### src/dmm_map.svh
// register map, field positions and reset values of the direct memory mover
`ifndef DMM_MAP_SVH
`define DMM_MAP_SVH
`define DMM_NCH 4
`define DMM_GLOB_BIT 7
`define DMM_CH_SEL 6:5
`define DMM_REG_SEL 4:2
`define DMM_OFS_PRIO 8'h80
`define DMM_OFS_ISTAT 8'h84
`define DMM_OFS_IMASK 8'h88
`define DMM_REG_CTRL 3'h0
`define DMM_REG_BLOCK 3'h1
`define DMM_REG_REPEAT 3'h2
`define DMM_REG_SRC 3'h3
`define DMM_REG_DST 3'h4
`define DMM_REG_STATUS 3'h5
`define DMM_REG_CUR_SRC 3'h6
`define DMM_REG_CUR_DST 3'h7
`define DMM_CTRL_EN 0
`define DMM_CTRL_SWREQ 1
`define DMM_CTRL_BURST 3:2
`define DMM_CTRL_SINGLE 4
`define DMM_CTRL_TRIG 6:5
`define DMM_CTRL_SRCDIR 9:8
`define DMM_CTRL_DSTDIR 11:10
`define DMM_CTRL_SRCRLD 13:12
`define DMM_CTRL_DSTRLD 15:14
`define DMM_CTRL_LINK 16
`define DMM_BLK_FIELD 15:0
`define DMM_REP_FIELD 7:0
`define DMM_ADDR_FIELD 23:0
`define DMM_STAT_EN 0
`define DMM_STAT_PEND 1
`define DMM_STAT_ACTIVE 2
`define DMM_STAT_REP 16:8
`define DMM_PRIO_FIXED 0
`define DMM_IST_DONE 3:0
`define DMM_IST_ERR 7:4
`define DMM_IMASK_RST 8'h00
`define DMM_WORD_RST 32'h0000_0000
`define DMM_ADDR_RST 24'h00_0000
`define DMM_BLK_MAX 17'h1_0000
`define DMM_REP_MAX 9'h100
`endif

### src/unused.sv
// (none)

### src/dmm_pkg.sv
// types shared by the direct memory mover modules
package dmm_pkg;
  typedef enum logic [1:0] {DIR_FIXED = 2'h0, DIR_INC = 2'h1, DIR_DEC = 2'h2, DIR_RSVD = 2'h3} dir_e;
  typedef enum logic [1:0] {RLD_NONE = 2'h0, RLD_BURST = 2'h1, RLD_BLOCK = 2'h2, RLD_TRANS = 2'h3} rld_e;
  typedef enum logic [1:0] {TRIG_SW = 2'h0, TRIG_PERIPH = 2'h1, TRIG_EVENT = 2'h2, TRIG_RSVD = 2'h3} trig_e;
  typedef enum logic [2:0] {ST_IDLE = 3'b001, ST_READ = 3'b010, ST_WRITE = 3'b100} eng_state_e;
  typedef logic [23:0] addr_t;
  typedef struct packed {
    logic en;
    logic single;
    logic [1:0] burst;
    trig_e trig;
    dir_e src_dir;
    dir_e dst_dir;
    rld_e src_rld;
    rld_e dst_rld;
    logic link;
    logic [15:0] blk_size;
    logic [7:0] rep;
    addr_t src;
    addr_t dst;
  } chan_cfg_s;
  typedef struct packed {
    logic load;
    logic rd_adv;
    logic wr_adv;
    logic burst_end;
  } chan_step_s;
  typedef struct packed {
    addr_t src;
    addr_t dst;
    logic [16:0] blk_left;
    logic [8:0] rep_left;
  } chan_stat_s;
endpackage

### src/chan_arbiter.sv
// picks one requesting channel, fixed or round robin priority
`include "dmm_map.svh"
module chan_arbiter import dmm_pkg::*; (
  input wire logic clk,
  input wire logic resetn,
  input wire logic [3:0] req,
  input wire logic fixed,
  input wire logic take,
  output logic grant_valid,
  output logic [1:0] grant_idx
);
  logic [1:0] last_r;
  logic [1:0] cand;

  always_comb begin
    cand = 2'h0;
    grant_valid = 1'b0;
    grant_idx = 2'h0;
    for (int i = 0; i < `DMM_NCH; i++) begin
      cand = fixed ? 2'(i) : 2'(last_r + 2'(i) + 2'h1);
      if (!grant_valid && req[cand]) begin
        grant_valid = 1'b1;
        grant_idx = cand;
      end
    end
  end

  always_ff @(posedge clk or negedge resetn) begin
    if (!resetn) begin
      last_r <= 2'h3;
    end else if (take) begin
      last_r <= grant_idx;
    end
  end

  a_fixed_low_wins: assert property (@(posedge clk) disable iff (!resetn)
    fixed && req[0] |-> grant_valid && grant_idx == 2'h0)
    else $error("fixed priority did not grant channel 0");
  a_rr_rotates: assert property (@(posedge clk) disable iff (!resetn)
    !fixed && req[2'(last_r + 2'h1)] |-> grant_valid && grant_idx == 2'(last_r + 2'h1))
    else $error("round robin did not move to the next channel");
endmodule

### src/chan_counter.sv
// per-channel address, block and repeat counters with reload
`include "dmm_map.svh"
module chan_counter import dmm_pkg::*; (
  input wire logic clk,
  input wire logic resetn,
  input chan_cfg_s cfg,
  input chan_step_s step,
  output chan_stat_s stat,
  output logic blk_end,
  output logic trans_end
);
  addr_t src_r;
  addr_t dst_r;
  logic [16:0] blk_r;
  logic [8:0] rep_r;
  logic [16:0] blk_full;
  logic [8:0] rep_full;
  logic src_rld;
  logic dst_rld;

  function automatic addr_t step_addr(input addr_t a, input dir_e d);
    case (d)
      DIR_INC: return addr_t'(a + 24'h00_0001);
      DIR_DEC: return addr_t'(a - 24'h00_0001);
      default: return a;
    endcase
  endfunction

  function automatic logic reload_now(input rld_e m, input logic be, input logic ble, input logic te);
    case (m)
      RLD_BURST: return be;
      RLD_BLOCK: return ble;
      RLD_TRANS: return te;
      default: return 1'b0;
    endcase
  endfunction

  assign blk_full = (cfg.blk_size == 16'h0000) ? `DMM_BLK_MAX : {1'b0, cfg.blk_size};
  assign rep_full = (cfg.rep == 8'h00) ? `DMM_REP_MAX : {1'b0, cfg.rep};
  assign blk_end = step.wr_adv && blk_r == 17'h0_0001;
  assign trans_end = blk_end && rep_r == 9'h001;
  assign src_rld = reload_now(cfg.src_rld, step.burst_end, blk_end, trans_end);
  assign dst_rld = reload_now(cfg.dst_rld, step.burst_end, blk_end, trans_end);
  assign stat = '{src: src_r, dst: dst_r, blk_left: blk_r, rep_left: rep_r};

  always_ff @(posedge clk or negedge resetn) begin
    if (!resetn) begin
      src_r <= `DMM_ADDR_RST;
    end else if (step.load || src_rld) begin
      src_r <= cfg.src;
    end else if (step.rd_adv) begin
      src_r <= step_addr(src_r, cfg.src_dir);
    end
  end

  always_ff @(posedge clk or negedge resetn) begin
    if (!resetn) begin
      dst_r <= `DMM_ADDR_RST;
    end else if (step.load || dst_rld) begin
      dst_r <= cfg.dst;
    end else if (step.wr_adv) begin
      dst_r <= step_addr(dst_r, cfg.dst_dir);
    end
  end

  always_ff @(posedge clk or negedge resetn) begin
    if (!resetn) begin
      blk_r <= 17'h0_0000;
      rep_r <= 9'h000;
    end else if (step.load) begin
      blk_r <= blk_full;
      rep_r <= rep_full;
    end else if (step.wr_adv) begin
      blk_r <= trans_end ? 17'h0_0000 : (blk_end ? blk_full : 17'(blk_r - 17'h0_0001));
      if (blk_end && !trans_end) begin
        rep_r <= 9'(rep_r - 9'h001);
      end
    end
  end

  a_src_increment: assert property (@(posedge clk) disable iff (!resetn)
    step.rd_adv && !step.load && !src_rld && cfg.src_dir == DIR_INC |=> src_r == addr_t'($past(src_r) + 24'h00_0001))
    else $error("source address did not increment");
  a_dst_burst_reload: assert property (@(posedge clk) disable iff (!resetn)
    step.burst_end && cfg.dst_rld == RLD_BURST |=> dst_r == $past(cfg.dst))
    else $error("destination not restored after burst");
  a_block_refill: assert property (@(posedge clk) disable iff (!resetn)
    blk_end && !trans_end && !step.load |=> blk_r == $past(blk_full) && rep_r == 9'($past(rep_r) - 9'h001))
    else $error("block counter not refilled at block end");
  a_trans_last: assert property (@(posedge clk) disable iff (!resetn)
    trans_end && !step.load |=> blk_r == 17'h0_0000 ##1 (blk_r == 17'h0_0000 || $past(step.load)))
    else $error("counter not emptied at transaction end");
endmodule

### src/direct_memory_mover.sv
// four-channel direct memory mover: Avalon-MM registers, burst engine and bus master ports
//
// Added by the designer: the Avalon-MM interface to the registers and the address map.
`include "dmm_map.svh"
module direct_memory_mover import dmm_pkg::*; (
  input wire logic clk,
  input wire logic resetn,
  input wire logic [7:0] avs_address,
  input wire logic avs_read,
  input wire logic avs_write,
  input wire logic [31:0] avs_writedata,
  input wire logic [3:0] avs_byteenable,
  output logic [31:0] avs_readdata,
  output logic avs_waitrequest,
  output logic rd_req,
  output logic [23:0] rd_addr,
  input wire logic [7:0] rd_data,
  input wire logic rd_wait,
  input wire logic rd_error,
  output logic wr_req,
  output logic [23:0] wr_addr,
  output logic [7:0] wr_data,
  input wire logic wr_wait,
  input wire logic wr_error,
  input wire logic [3:0] periph_req,
  input wire logic [3:0] event_in,
  output logic irq
);
  chan_cfg_s cfg_r [`DMM_NCH];
  chan_step_s step [`DMM_NCH];
  chan_stat_s stat [`DMM_NCH];
  logic [3:0] blk_end_v;
  logic [3:0] trans_end_v;
  logic [3:0] done_v;
  logic [3:0] err_v;
  logic [3:0] link_v;
  logic [3:0] ch_wr;
  logic [3:0] pend_r;
  logic [3:0] arb_req;
  logic [7:0] istat_r;
  logic [7:0] imask_r;
  logic fixed_prio_r;
  eng_state_e state_r;
  logic [1:0] sel_r;
  logic [3:0] cnt_r;
  logic [2:0] idx_r;
  logic [7:0] buf_r [8];
  logic [31:0] rdata_r;
  logic rack_r;
  logic [31:0] reg_word;
  logic [31:0] wmerged;
  logic is_glob;
  logic [1:0] ch_sel;
  logic [2:0] reg_sel;
  logic grant_valid;
  logic [1:0] grant_idx;
  logic take;
  logic [3:0] bbytes;
  logic [3:0] take_cnt;
  logic rd_fire;
  logic wr_fire;
  logic rd_last;
  logic wr_last;

  function automatic logic [31:0] merge_be(input logic [31:0] old, input logic [31:0] wd, input logic [3:0] be);
    logic [31:0] m;
    m = {{8{be[3]}}, {8{be[2]}}, {8{be[1]}}, {8{be[0]}}};
    return (old & ~m) | (wd & m);
  endfunction

  function automatic logic [31:0] ctrl_word(input chan_cfg_s c);
    logic [31:0] w;
    w = `DMM_WORD_RST;
    w[`DMM_CTRL_EN] = c.en;
    w[`DMM_CTRL_BURST] = c.burst;
    w[`DMM_CTRL_SINGLE] = c.single;
    w[`DMM_CTRL_TRIG] = c.trig;
    w[`DMM_CTRL_SRCDIR] = c.src_dir;
    w[`DMM_CTRL_DSTDIR] = c.dst_dir;
    w[`DMM_CTRL_SRCRLD] = c.src_rld;
    w[`DMM_CTRL_DSTRLD] = c.dst_rld;
    w[`DMM_CTRL_LINK] = c.link;
    return w;
  endfunction

  // register bus decode
  assign is_glob = avs_address[`DMM_GLOB_BIT];
  assign ch_sel = avs_address[`DMM_CH_SEL];
  assign reg_sel = avs_address[`DMM_REG_SEL];

  always_comb begin
    reg_word = `DMM_WORD_RST;
    if (is_glob) begin
      case ({avs_address[7:2], 2'b00})
        `DMM_OFS_PRIO: reg_word[`DMM_PRIO_FIXED] = fixed_prio_r;
        `DMM_OFS_ISTAT: reg_word[7:0] = istat_r;
        `DMM_OFS_IMASK: reg_word[7:0] = imask_r;
        default: reg_word = `DMM_WORD_RST;
      endcase
    end else begin
      case (reg_sel)
        `DMM_REG_CTRL: reg_word = ctrl_word(cfg_r[ch_sel]);
        `DMM_REG_BLOCK: reg_word[`DMM_BLK_FIELD] = cfg_r[ch_sel].blk_size;
        `DMM_REG_REPEAT: reg_word[`DMM_REP_FIELD] = cfg_r[ch_sel].rep;
        `DMM_REG_SRC: reg_word[`DMM_ADDR_FIELD] = cfg_r[ch_sel].src;
        `DMM_REG_DST: reg_word[`DMM_ADDR_FIELD] = cfg_r[ch_sel].dst;
        `DMM_REG_STATUS: begin
          reg_word[`DMM_STAT_EN] = cfg_r[ch_sel].en;
          reg_word[`DMM_STAT_PEND] = pend_r[ch_sel];
          reg_word[`DMM_STAT_ACTIVE] = state_r != ST_IDLE && sel_r == ch_sel;
          reg_word[`DMM_STAT_REP] = stat[ch_sel].rep_left;
        end
        `DMM_REG_CUR_SRC: reg_word[`DMM_ADDR_FIELD] = stat[ch_sel].src;
        `DMM_REG_CUR_DST: reg_word[`DMM_ADDR_FIELD] = stat[ch_sel].dst;
        default: reg_word = `DMM_WORD_RST;
      endcase
    end
  end

  assign wmerged = merge_be(reg_word, avs_writedata, avs_byteenable);
  // reads wait one cycle for registered data, writes never wait
  assign avs_waitrequest = avs_read && !rack_r;
  assign avs_readdata = rdata_r;

  always_ff @(posedge clk or negedge resetn) begin
    if (!resetn) begin
      rack_r <= 1'b0;
      rdata_r <= `DMM_WORD_RST;
    end else begin
      rack_r <= avs_read && !rack_r;
      if (avs_read && !rack_r) begin
        rdata_r <= reg_word;
      end
    end
  end

  // per-channel events
  always_comb begin
    for (int c = 0; c < `DMM_NCH; c++) begin
      ch_wr[c] = avs_write && !is_glob && ch_sel == 2'(c);
      err_v[c] = sel_r == 2'(c) && ((rd_fire && rd_error) || (wr_fire && wr_error));
      step[c].rd_adv = rd_fire && !rd_error && sel_r == 2'(c);
      step[c].wr_adv = wr_fire && !wr_error && sel_r == 2'(c);
      step[c].burst_end = step[c].wr_adv && wr_last;
      done_v[c] = trans_end_v[c];
      arb_req[c] = pend_r[c] && cfg_r[c].en;
    end
    for (int c = 0; c < `DMM_NCH; c++) begin
      link_v[c] = done_v[c ^ 1] && cfg_r[c ^ 1].link;
      step[c].load = link_v[c] ||
        (ch_wr[c] && reg_sel == `DMM_REG_CTRL && wmerged[`DMM_CTRL_EN] && !cfg_r[c].en);
    end
  end

  for (genvar g = 0; g < `DMM_NCH; g++) begin : g_chan
    chan_counter u_cnt (
      .clk(clk),
      .resetn(resetn),
      .cfg(cfg_r[g]),
      .step(step[g]),
      .stat(stat[g]),
      .blk_end(blk_end_v[g]),
      .trans_end(trans_end_v[g])
    );
  end

  // channel configuration
  always_ff @(posedge clk or negedge resetn) begin
    if (!resetn) begin
      for (int c = 0; c < `DMM_NCH; c++) begin
        cfg_r[c] <= '0;
      end
    end else begin
      for (int c = 0; c < `DMM_NCH; c++) begin
        if (ch_wr[c]) begin
          case (reg_sel)
            `DMM_REG_CTRL: begin
              cfg_r[c].en <= wmerged[`DMM_CTRL_EN];
              cfg_r[c].burst <= wmerged[`DMM_CTRL_BURST];
              cfg_r[c].single <= wmerged[`DMM_CTRL_SINGLE];
              cfg_r[c].trig <= trig_e'(wmerged[`DMM_CTRL_TRIG]);
              cfg_r[c].src_dir <= dir_e'(wmerged[`DMM_CTRL_SRCDIR]);
              cfg_r[c].dst_dir <= dir_e'(wmerged[`DMM_CTRL_DSTDIR]);
              cfg_r[c].src_rld <= rld_e'(wmerged[`DMM_CTRL_SRCRLD]);
              cfg_r[c].dst_rld <= rld_e'(wmerged[`DMM_CTRL_DSTRLD]);
              cfg_r[c].link <= wmerged[`DMM_CTRL_LINK];
            end
            `DMM_REG_BLOCK: cfg_r[c].blk_size <= wmerged[`DMM_BLK_FIELD];
            `DMM_REG_REPEAT: cfg_r[c].rep <= wmerged[`DMM_REP_FIELD];
            `DMM_REG_SRC: cfg_r[c].src <= wmerged[`DMM_ADDR_FIELD];
            `DMM_REG_DST: cfg_r[c].dst <= wmerged[`DMM_ADDR_FIELD];
            default: ;
          endcase
        end
        if (done_v[c] || err_v[c]) begin
          cfg_r[c].en <= 1'b0;
        end
        if (link_v[c]) begin
          cfg_r[c].en <= 1'b1;
        end
      end
    end
  end

  // trigger pending flags, a new trigger wins over the clear
  always_ff @(posedge clk or negedge resetn) begin
    if (!resetn) begin
      pend_r <= 4'h0;
    end else begin
      for (int c = 0; c < `DMM_NCH; c++) begin
        pend_r[c] <= (pend_r[c] && !(!cfg_r[c].en || done_v[c] || err_v[c] ||
                      (step[c].burst_end && (cfg_r[c].single || blk_end_v[c])))) ||
                     (ch_wr[c] && reg_sel == `DMM_REG_CTRL && avs_byteenable[0] &&
                      avs_writedata[`DMM_CTRL_SWREQ]) ||
                     (cfg_r[c].trig == TRIG_PERIPH && periph_req[c]) ||
                     (cfg_r[c].trig == TRIG_EVENT && event_in[c]) ||
                     link_v[c];
      end
    end
  end

  // global registers and interrupt
  always_ff @(posedge clk or negedge resetn) begin
    if (!resetn) begin
      fixed_prio_r <= 1'b0;
      imask_r <= `DMM_IMASK_RST;
      istat_r <= 8'h00;
    end else begin
      if (avs_write && is_glob && {avs_address[7:2], 2'b00} == `DMM_OFS_PRIO) begin
        fixed_prio_r <= wmerged[`DMM_PRIO_FIXED];
      end
      if (avs_write && is_glob && {avs_address[7:2], 2'b00} == `DMM_OFS_IMASK) begin
        imask_r <= wmerged[7:0];
      end
      istat_r <= (istat_r & ~((avs_write && is_glob && {avs_address[7:2], 2'b00} == `DMM_OFS_ISTAT &&
                 avs_byteenable[0]) ? avs_writedata[7:0] : 8'h00)) | {err_v, done_v};
    end
  end

  assign irq = |(istat_r & imask_r);

  chan_arbiter u_arb (
    .clk(clk),
    .resetn(resetn),
    .req(arb_req),
    .fixed(fixed_prio_r),
    .take(take),
    .grant_valid(grant_valid),
    .grant_idx(grant_idx)
  );

  // burst engine, read and write ports are separate masters
  assign take = state_r == ST_IDLE && grant_valid;
  assign bbytes = 4'(4'h1 << cfg_r[grant_idx].burst);
  assign take_cnt = (stat[grant_idx].blk_left < {13'h0000, bbytes}) ? stat[grant_idx].blk_left[3:0] : bbytes;
  assign rd_req = state_r == ST_READ;
  assign wr_req = state_r == ST_WRITE;
  assign rd_addr = stat[sel_r].src;
  assign wr_addr = stat[sel_r].dst;
  assign wr_data = buf_r[idx_r];
  assign rd_fire = rd_req && !rd_wait;
  assign wr_fire = wr_req && !wr_wait;
  assign rd_last = idx_r == 3'(cnt_r - 4'h1);
  assign wr_last = idx_r == 3'(cnt_r - 4'h1);

  always_ff @(posedge clk or negedge resetn) begin
    if (!resetn) begin
      state_r <= ST_IDLE;
      sel_r <= 2'h0;
      cnt_r <= 4'h1;
      idx_r <= 3'h0;
    end else begin
      case (state_r)
        ST_IDLE: begin
          if (take) begin
            sel_r <= grant_idx;
            cnt_r <= take_cnt;
            idx_r <= 3'h0;
            state_r <= ST_READ;
          end
        end
        ST_READ: begin
          if (rd_fire) begin
            if (rd_error) begin
              state_r <= ST_IDLE;
            end else if (rd_last) begin
              idx_r <= 3'h0;
              state_r <= ST_WRITE;
            end else begin
              idx_r <= 3'(idx_r + 3'h1);
            end
          end
        end
        ST_WRITE: begin
          if (wr_fire) begin
            if (wr_error || wr_last) begin
              state_r <= ST_IDLE;
            end else begin
              idx_r <= 3'(idx_r + 3'h1);
            end
          end
        end
        default: state_r <= ST_IDLE;
      endcase
    end
  end

  always_ff @(posedge clk or negedge resetn) begin
    if (!resetn) begin
      for (int i = 0; i < 8; i++) begin
        buf_r[i] <= 8'h00;
      end
    end else if (rd_fire) begin
      buf_r[idx_r] <= rd_data;
    end
  end

  a_read_stream: assert property (@(posedge clk) disable iff (!resetn)
    rd_fire && !rd_error && !rd_last |=> rd_req && idx_r == 3'($past(idx_r) + 3'h1))
    else $error("burst read stopped before its last byte");
  a_done_sets_irq: assert property (@(posedge clk) disable iff (!resetn)
    |done_v |=> (istat_r[3:0] & $past(done_v)) == $past(done_v))
    else $error("completion flag not set");
  a_link_partner: assert property (@(posedge clk) disable iff (!resetn)
    done_v[2] && cfg_r[2].link |=> cfg_r[3].en && pend_r[3])
    else $error("linked partner did not start");
  a_done_stops: assert property (@(posedge clk) disable iff (!resetn)
    |done_v |-> wr_fire && wr_last ##1 state_r == ST_IDLE && !cfg_r[$past(sel_r)].en)
    else $error("transaction end not at last write");
  a_sw_request: assert property (@(posedge clk) disable iff (!resetn)
    ch_wr[0] && reg_sel == `DMM_REG_CTRL && avs_byteenable[0] && avs_writedata[`DMM_CTRL_SWREQ] |=> pend_r[0])
    else $error("software request lost");
  a_burst_length: assert property (@(posedge clk) disable iff (!resetn)
    take |=> cnt_r == $past(take_cnt) && cnt_r <= 4'h8 && cnt_r != 4'h0)
    else $error("burst length out of range");
  a_reg_read_wait: assert property (@(posedge clk) disable iff (!resetn)
    avs_read && !rack_r |-> avs_waitrequest ##1 !avs_waitrequest)
    else $error("register read not answered in two cycles");

  c_trans_done: cover property (@(posedge clk) disable iff (!resetn) |done_v);
  c_link_start: cover property (@(posedge clk) disable iff (!resetn) |link_v);
  c_full_burst: cover property (@(posedge clk) disable iff (!resetn) wr_fire && wr_last && cnt_r == 4'h8);
  c_bus_error: cover property (@(posedge clk) disable iff (!resetn) |err_v);
endmodule

### config.mk
export PLATFORM = sky130hd
export DESIGN_NAME = direct_memory_mover
export DESIGN_NICKNAME = d
export VERILOG_FILES = /design/src/unused.sv /design/src/dmm_pkg.sv /design/src/chan_arbiter.sv /design/src/chan_counter.sv /design/src/direct_memory_mover.sv
export VERILOG_INCLUDE_DIRS = /design/src
export SDC_FILE = /design/constraint.sdc
export NUM_CORES = 2
export LEC_CHECK = 0
export ABC_AREA = 1
export BUFFER_PORTS_ARGS = -buffer_cell sky130_fd_sc_hd__buf_2
export CAP_MARGIN = 20
export CORE_MARGIN = 2
export CORE_UTILIZATION = 45
export CTS_CLUSTER_SIZE = 30
export DETAILED_ROUTE_END_ITERATION = 16
export GPL_TIMING_DRIVEN = 0
export SYNTH_ARGS = -nofsm -noshare
export SYNTH_HDL_FRONTEND = slang
export SYNTH_SLANG_ARGS = --single-unit
### constraint.sdc
create_clock -name clk -period 4.8 [get_ports clk]
set_input_delay 0.72 -clock clk [delete_from_list [all_inputs] [get_ports clk]]
set_output_delay 0.72 -clock clk [all_outputs]
set_load 0.01 [all_outputs]
==> flow_metrics.env <==
export IMPL_cts_setup_buffers=0
export IMPL_antenna_found_initial=20
export IMPL_synthAdderAreaFrac_pct=5.35
export IMPL_synth_top_family_by_area="simple AND/OR/NAND/NOR gates"
export IMPL_port_buffers=130
export IMPL_crit_path_start_kind="primary input"
export IMPL_crit_required_ns=5.37
export IMPL_antenna_left=0
export IMPL_syn_to_final_growth_pct=13.0
export IMPL_cts_made_buffers=94
export IMPL_synth_compound_area_share_pct=21.5
export IMPL_slew_viol_final=0
export IMPL_core_area_um2=110000
export IMPL_setup_violations=76
export IMPL_p_leak_nw=26.7
export IMPL_htree_num_levels=3
export IMPL_root_buffer="clkbuf_16"
export IMPL_violations="negative setup slack"
export IMPL_crit_path_end_kind="flip-flop"
export IMPL_clk_latency_ns=0.71
export IMPL_rsz0062_at_grt="false"
export IMPL_min_period_over_period_pct=103
export IMPL_holdWs_ns=0.105
export IMPL_clock_path_buffers=3
export IMPL_fp_dieW_um=337
export IMPL_cts_tree="done"
export IMPL_synthXorXnorAreaFrac_pct=4.24
export IMPL_ys_dominant_reg_cell="dfrtp_1"
export IMPL_ir_worst_vdd_uv=282
export IMPL_cts_sinks=767
export IMPL_async_flop_share_pct=100
export IMPL_status="complete, but fails checks"
export IMPL_viasPerCell=6.20
export IMPL_synthSimpleGateAreaFrac_pct=22.5
export IMPL_pre_cts_slack_ns=-0.977
export IMPL_min_period_ns=4.96
export IMPL_layout_nets=7279
export IMPL_grt_max_degree=116
export IMPL_yosysUniqueCellTypes=71
export IMPL_slew_headroom_pct=13.2
export IMPL_ys_warn_count=0
export IMPL_wl_um=258000
export IMPL_power_density_nw_per_um2=525
export IMPL_clk_pin_slew_ns=0.06
export IMPL_final_common_cell="nand2_1"
export IMPL_hpwl_um=204000
export IMPL_critPathMaxStageDelay_ns=0.88
export IMPL_overflow=0
export IMPL_path_max_fanout=10
export IMPL_syn_area_um2=50000
export IMPL_synth_edf_count=0
export IMPL_synth_avg_cell_area_um2=7.43
export IMPL_vias=53100
export IMPL_drv_cap=0
export IMPL_worst_pin_slew_ns=1.30
export IMPL_ioPinCount=160
export IMPL_netlist_instances=6724
export IMPL_hold_path_class="primary input to asynchronous set/reset pin"
export IMPL_final_cell_mix="nand2_1, o21ai_0, dfrtp_1"
export IMPL_grt_use_total_pct=44.6
export IMPL_drtIter0Drc=7240
export IMPL_initial_core_util_pct=45.3
export IMPL_criticalPathCategory="primary input to flip-flop"
export IMPL_die_y_um=337
export IMPL_dieArea_um2=114000
export IMPL_gp_congestion=1.10
export IMPL_ys_seq_elements=767
export IMPL_postLayoutSetupSlackWorst_ns=-0.164
export IMPL_slowest_stage="o31ai_1"
export IMPL_grt_pass1_vias=49400
export IMPL_yosys_mux_area_fraction_pct=0.0676
export IMPL_arrival_ns=5.54
export IMPL_drive_above_1_share_pct=8.34
export IMPL_crit_chain="buf_4 > inv_1 > nand2_1 > buf_4 > clkbuf_1 > o22ai_1 > o21ai_0 > nand3_1 > o31ai_1 > o21ai_1 > buf_2 > nand2_1 > o21ai_0"
export IMPL_wire_per_inst_um=30.0
export IMPL_clock_fmax_mhz=201
export IMPL_postLayoutCoreUtil_pct=51.2
export IMPL_placementRows=122
export IMPL_grt_pass1_wl_um=359000
export IMPL_drc=0
export IMPL_ys_seq_area_share_pct=38.4
export IMPL_drt_pass1_iterations=7
export IMPL_finClkSkew_ns=0.0342
export IMPL_finalHoldViolations=0
==> stage by stage <==
step                      instance area [µm²]  cells  power [mW]  TNS, ns
final                                   56500   8577        29.7    -5.49
after global routing                    56400   8563        31.0        0
after CTS                               56400   8557        29.1  -0.0291
after detailed placement                53200   8389        21.5   -46.84
after global placement                  52500   8349        21.3        -
after floorplan                         50000   6731        16.7        0
==> sequential cells by signal (all words and copies together), names as in the netlist <==
name and cells:
g_chan.u_cnt.dst_r 96, istat_r 8, imask_r 8, cnt_r 3
avs_readdata 24, state_r 3, g_chan.u_cnt.blk_r 68, u_arb.last_r 2
g_chan.u_cnt.src_r 96, cfg_r 348, idx_r 3, fixed_prio_r 1
buf_r 64, pend_r 4, sel_r 2, rack_r 1
g_chan.u_cnt.rep_r 36
==> critical path, delay by kind of cell <==
kind                   cells  cell delay [ns]
AND/OR/NAND/NOR            3             0.67
AO/OA/AOI/OAI              5             2.19
buffers and inverters      5             1.91
==> what timing repair did <==
item / in CTS / in global routing
resized for setup: 4 / 3
hold endpoints to repair: 0 / 0
setup endpoints to repair: 13 / 3
hold buffers: 0 / 0
==> path summary, 6_finish.rpt <==
path / startpoint / end / slack (ns) / cells past startpoint
worst min-delay path: resetn / idx_r[1]$_DFFE_PN0P_ / 0.10 / 1
worst min register to register: rack_r$_DFF_PN0_ / rack_r$_DFF_PN0_ / 0.43 / 1
min in group clk: avs_read / rack_r$_DFF_PN0_ / 0.28 / 3
worst max-delay path: avs_address[6] / cfg_r[209]$_DFFE_PN0P_ / -0.16 / 13
worst max register to register: cfg_r[292]$_DFFE_PN0P_ / cfg_r[63]$_DFFE_PN0P_ / 0.37 / 10
max in group asynchronous: resetn / cfg_r[308]$_DFFE_PN0P_ / 2.48 / 4
==> cell usage after synthesis (95+ instances only) <==
master / number / share of area, %
buf_2: 100 / 1.0
dfrtp_1: 763 / 38
clkbuf_1: 138 / 1.0
xnor2_1: 95 / 1.7
a21oi_1: 276 / 2.8
nor2_1: 320 / 2.4
o21ai_0: 793 / 7.9
nand2_1: 1858 / 14
o22ai_1: 148 / 1.9
inv_1: 660 / 5.0
a22oi_1: 189 / 2.8
xor2_1: 147 / 2.6
ha_1: 201 / 5.0
nand3_1: 254 / 2.5
==> layout make-up <==
type,instances,area [µm²]
Clock inverter,33,430
Timing Repair Buffer,175,1300
Fill cell,11200,53900
Multi-Input combinational cell,4973,26900
Sequential cell,767,19200
Inverter,690,2600
Antenna cell,15,37.5
Buffer,301,1400
Clock buffer,135,2770
Tap cell,1488,1860
==> power breakdown <==
| part | leakage, nW | internal [mW] | switching, mW |
|---|---|---|---|
| logic | 15.5 | 4.01 | 8.35 |
| registers | 9.67 | 7.96 | 1.74 |
| clock network | 1.56 | 4.47 | 3.14 |
==> routing by layer <==
layer / up-vias / global-route usage (%) / wire [µm]
met5: - / 0 / 149
met4: 16 / 22.5 / 16200
met3: 710 / 16.7 / 33200
met2: 3276 / 64.3 / 106000
met1: 25700 / 58.3 / 103000
li1: 23400 / - / -
==> cell families (layout without fill, tap and decap cells) <==
family	count (synthesis)	count (layout)
AND/OR/NAND/NOR	2689	2689
adder cells (fa/ha/maj)	209	209
other	1	23
XOR/XNOR	242	242
AO/OA/AOI/OAI	1822	1822
buffers and inverters	991	1334
multiplexers	3	3
flip-flops	767	767
No activity file was read; power rests on OpenSTA's default activity.
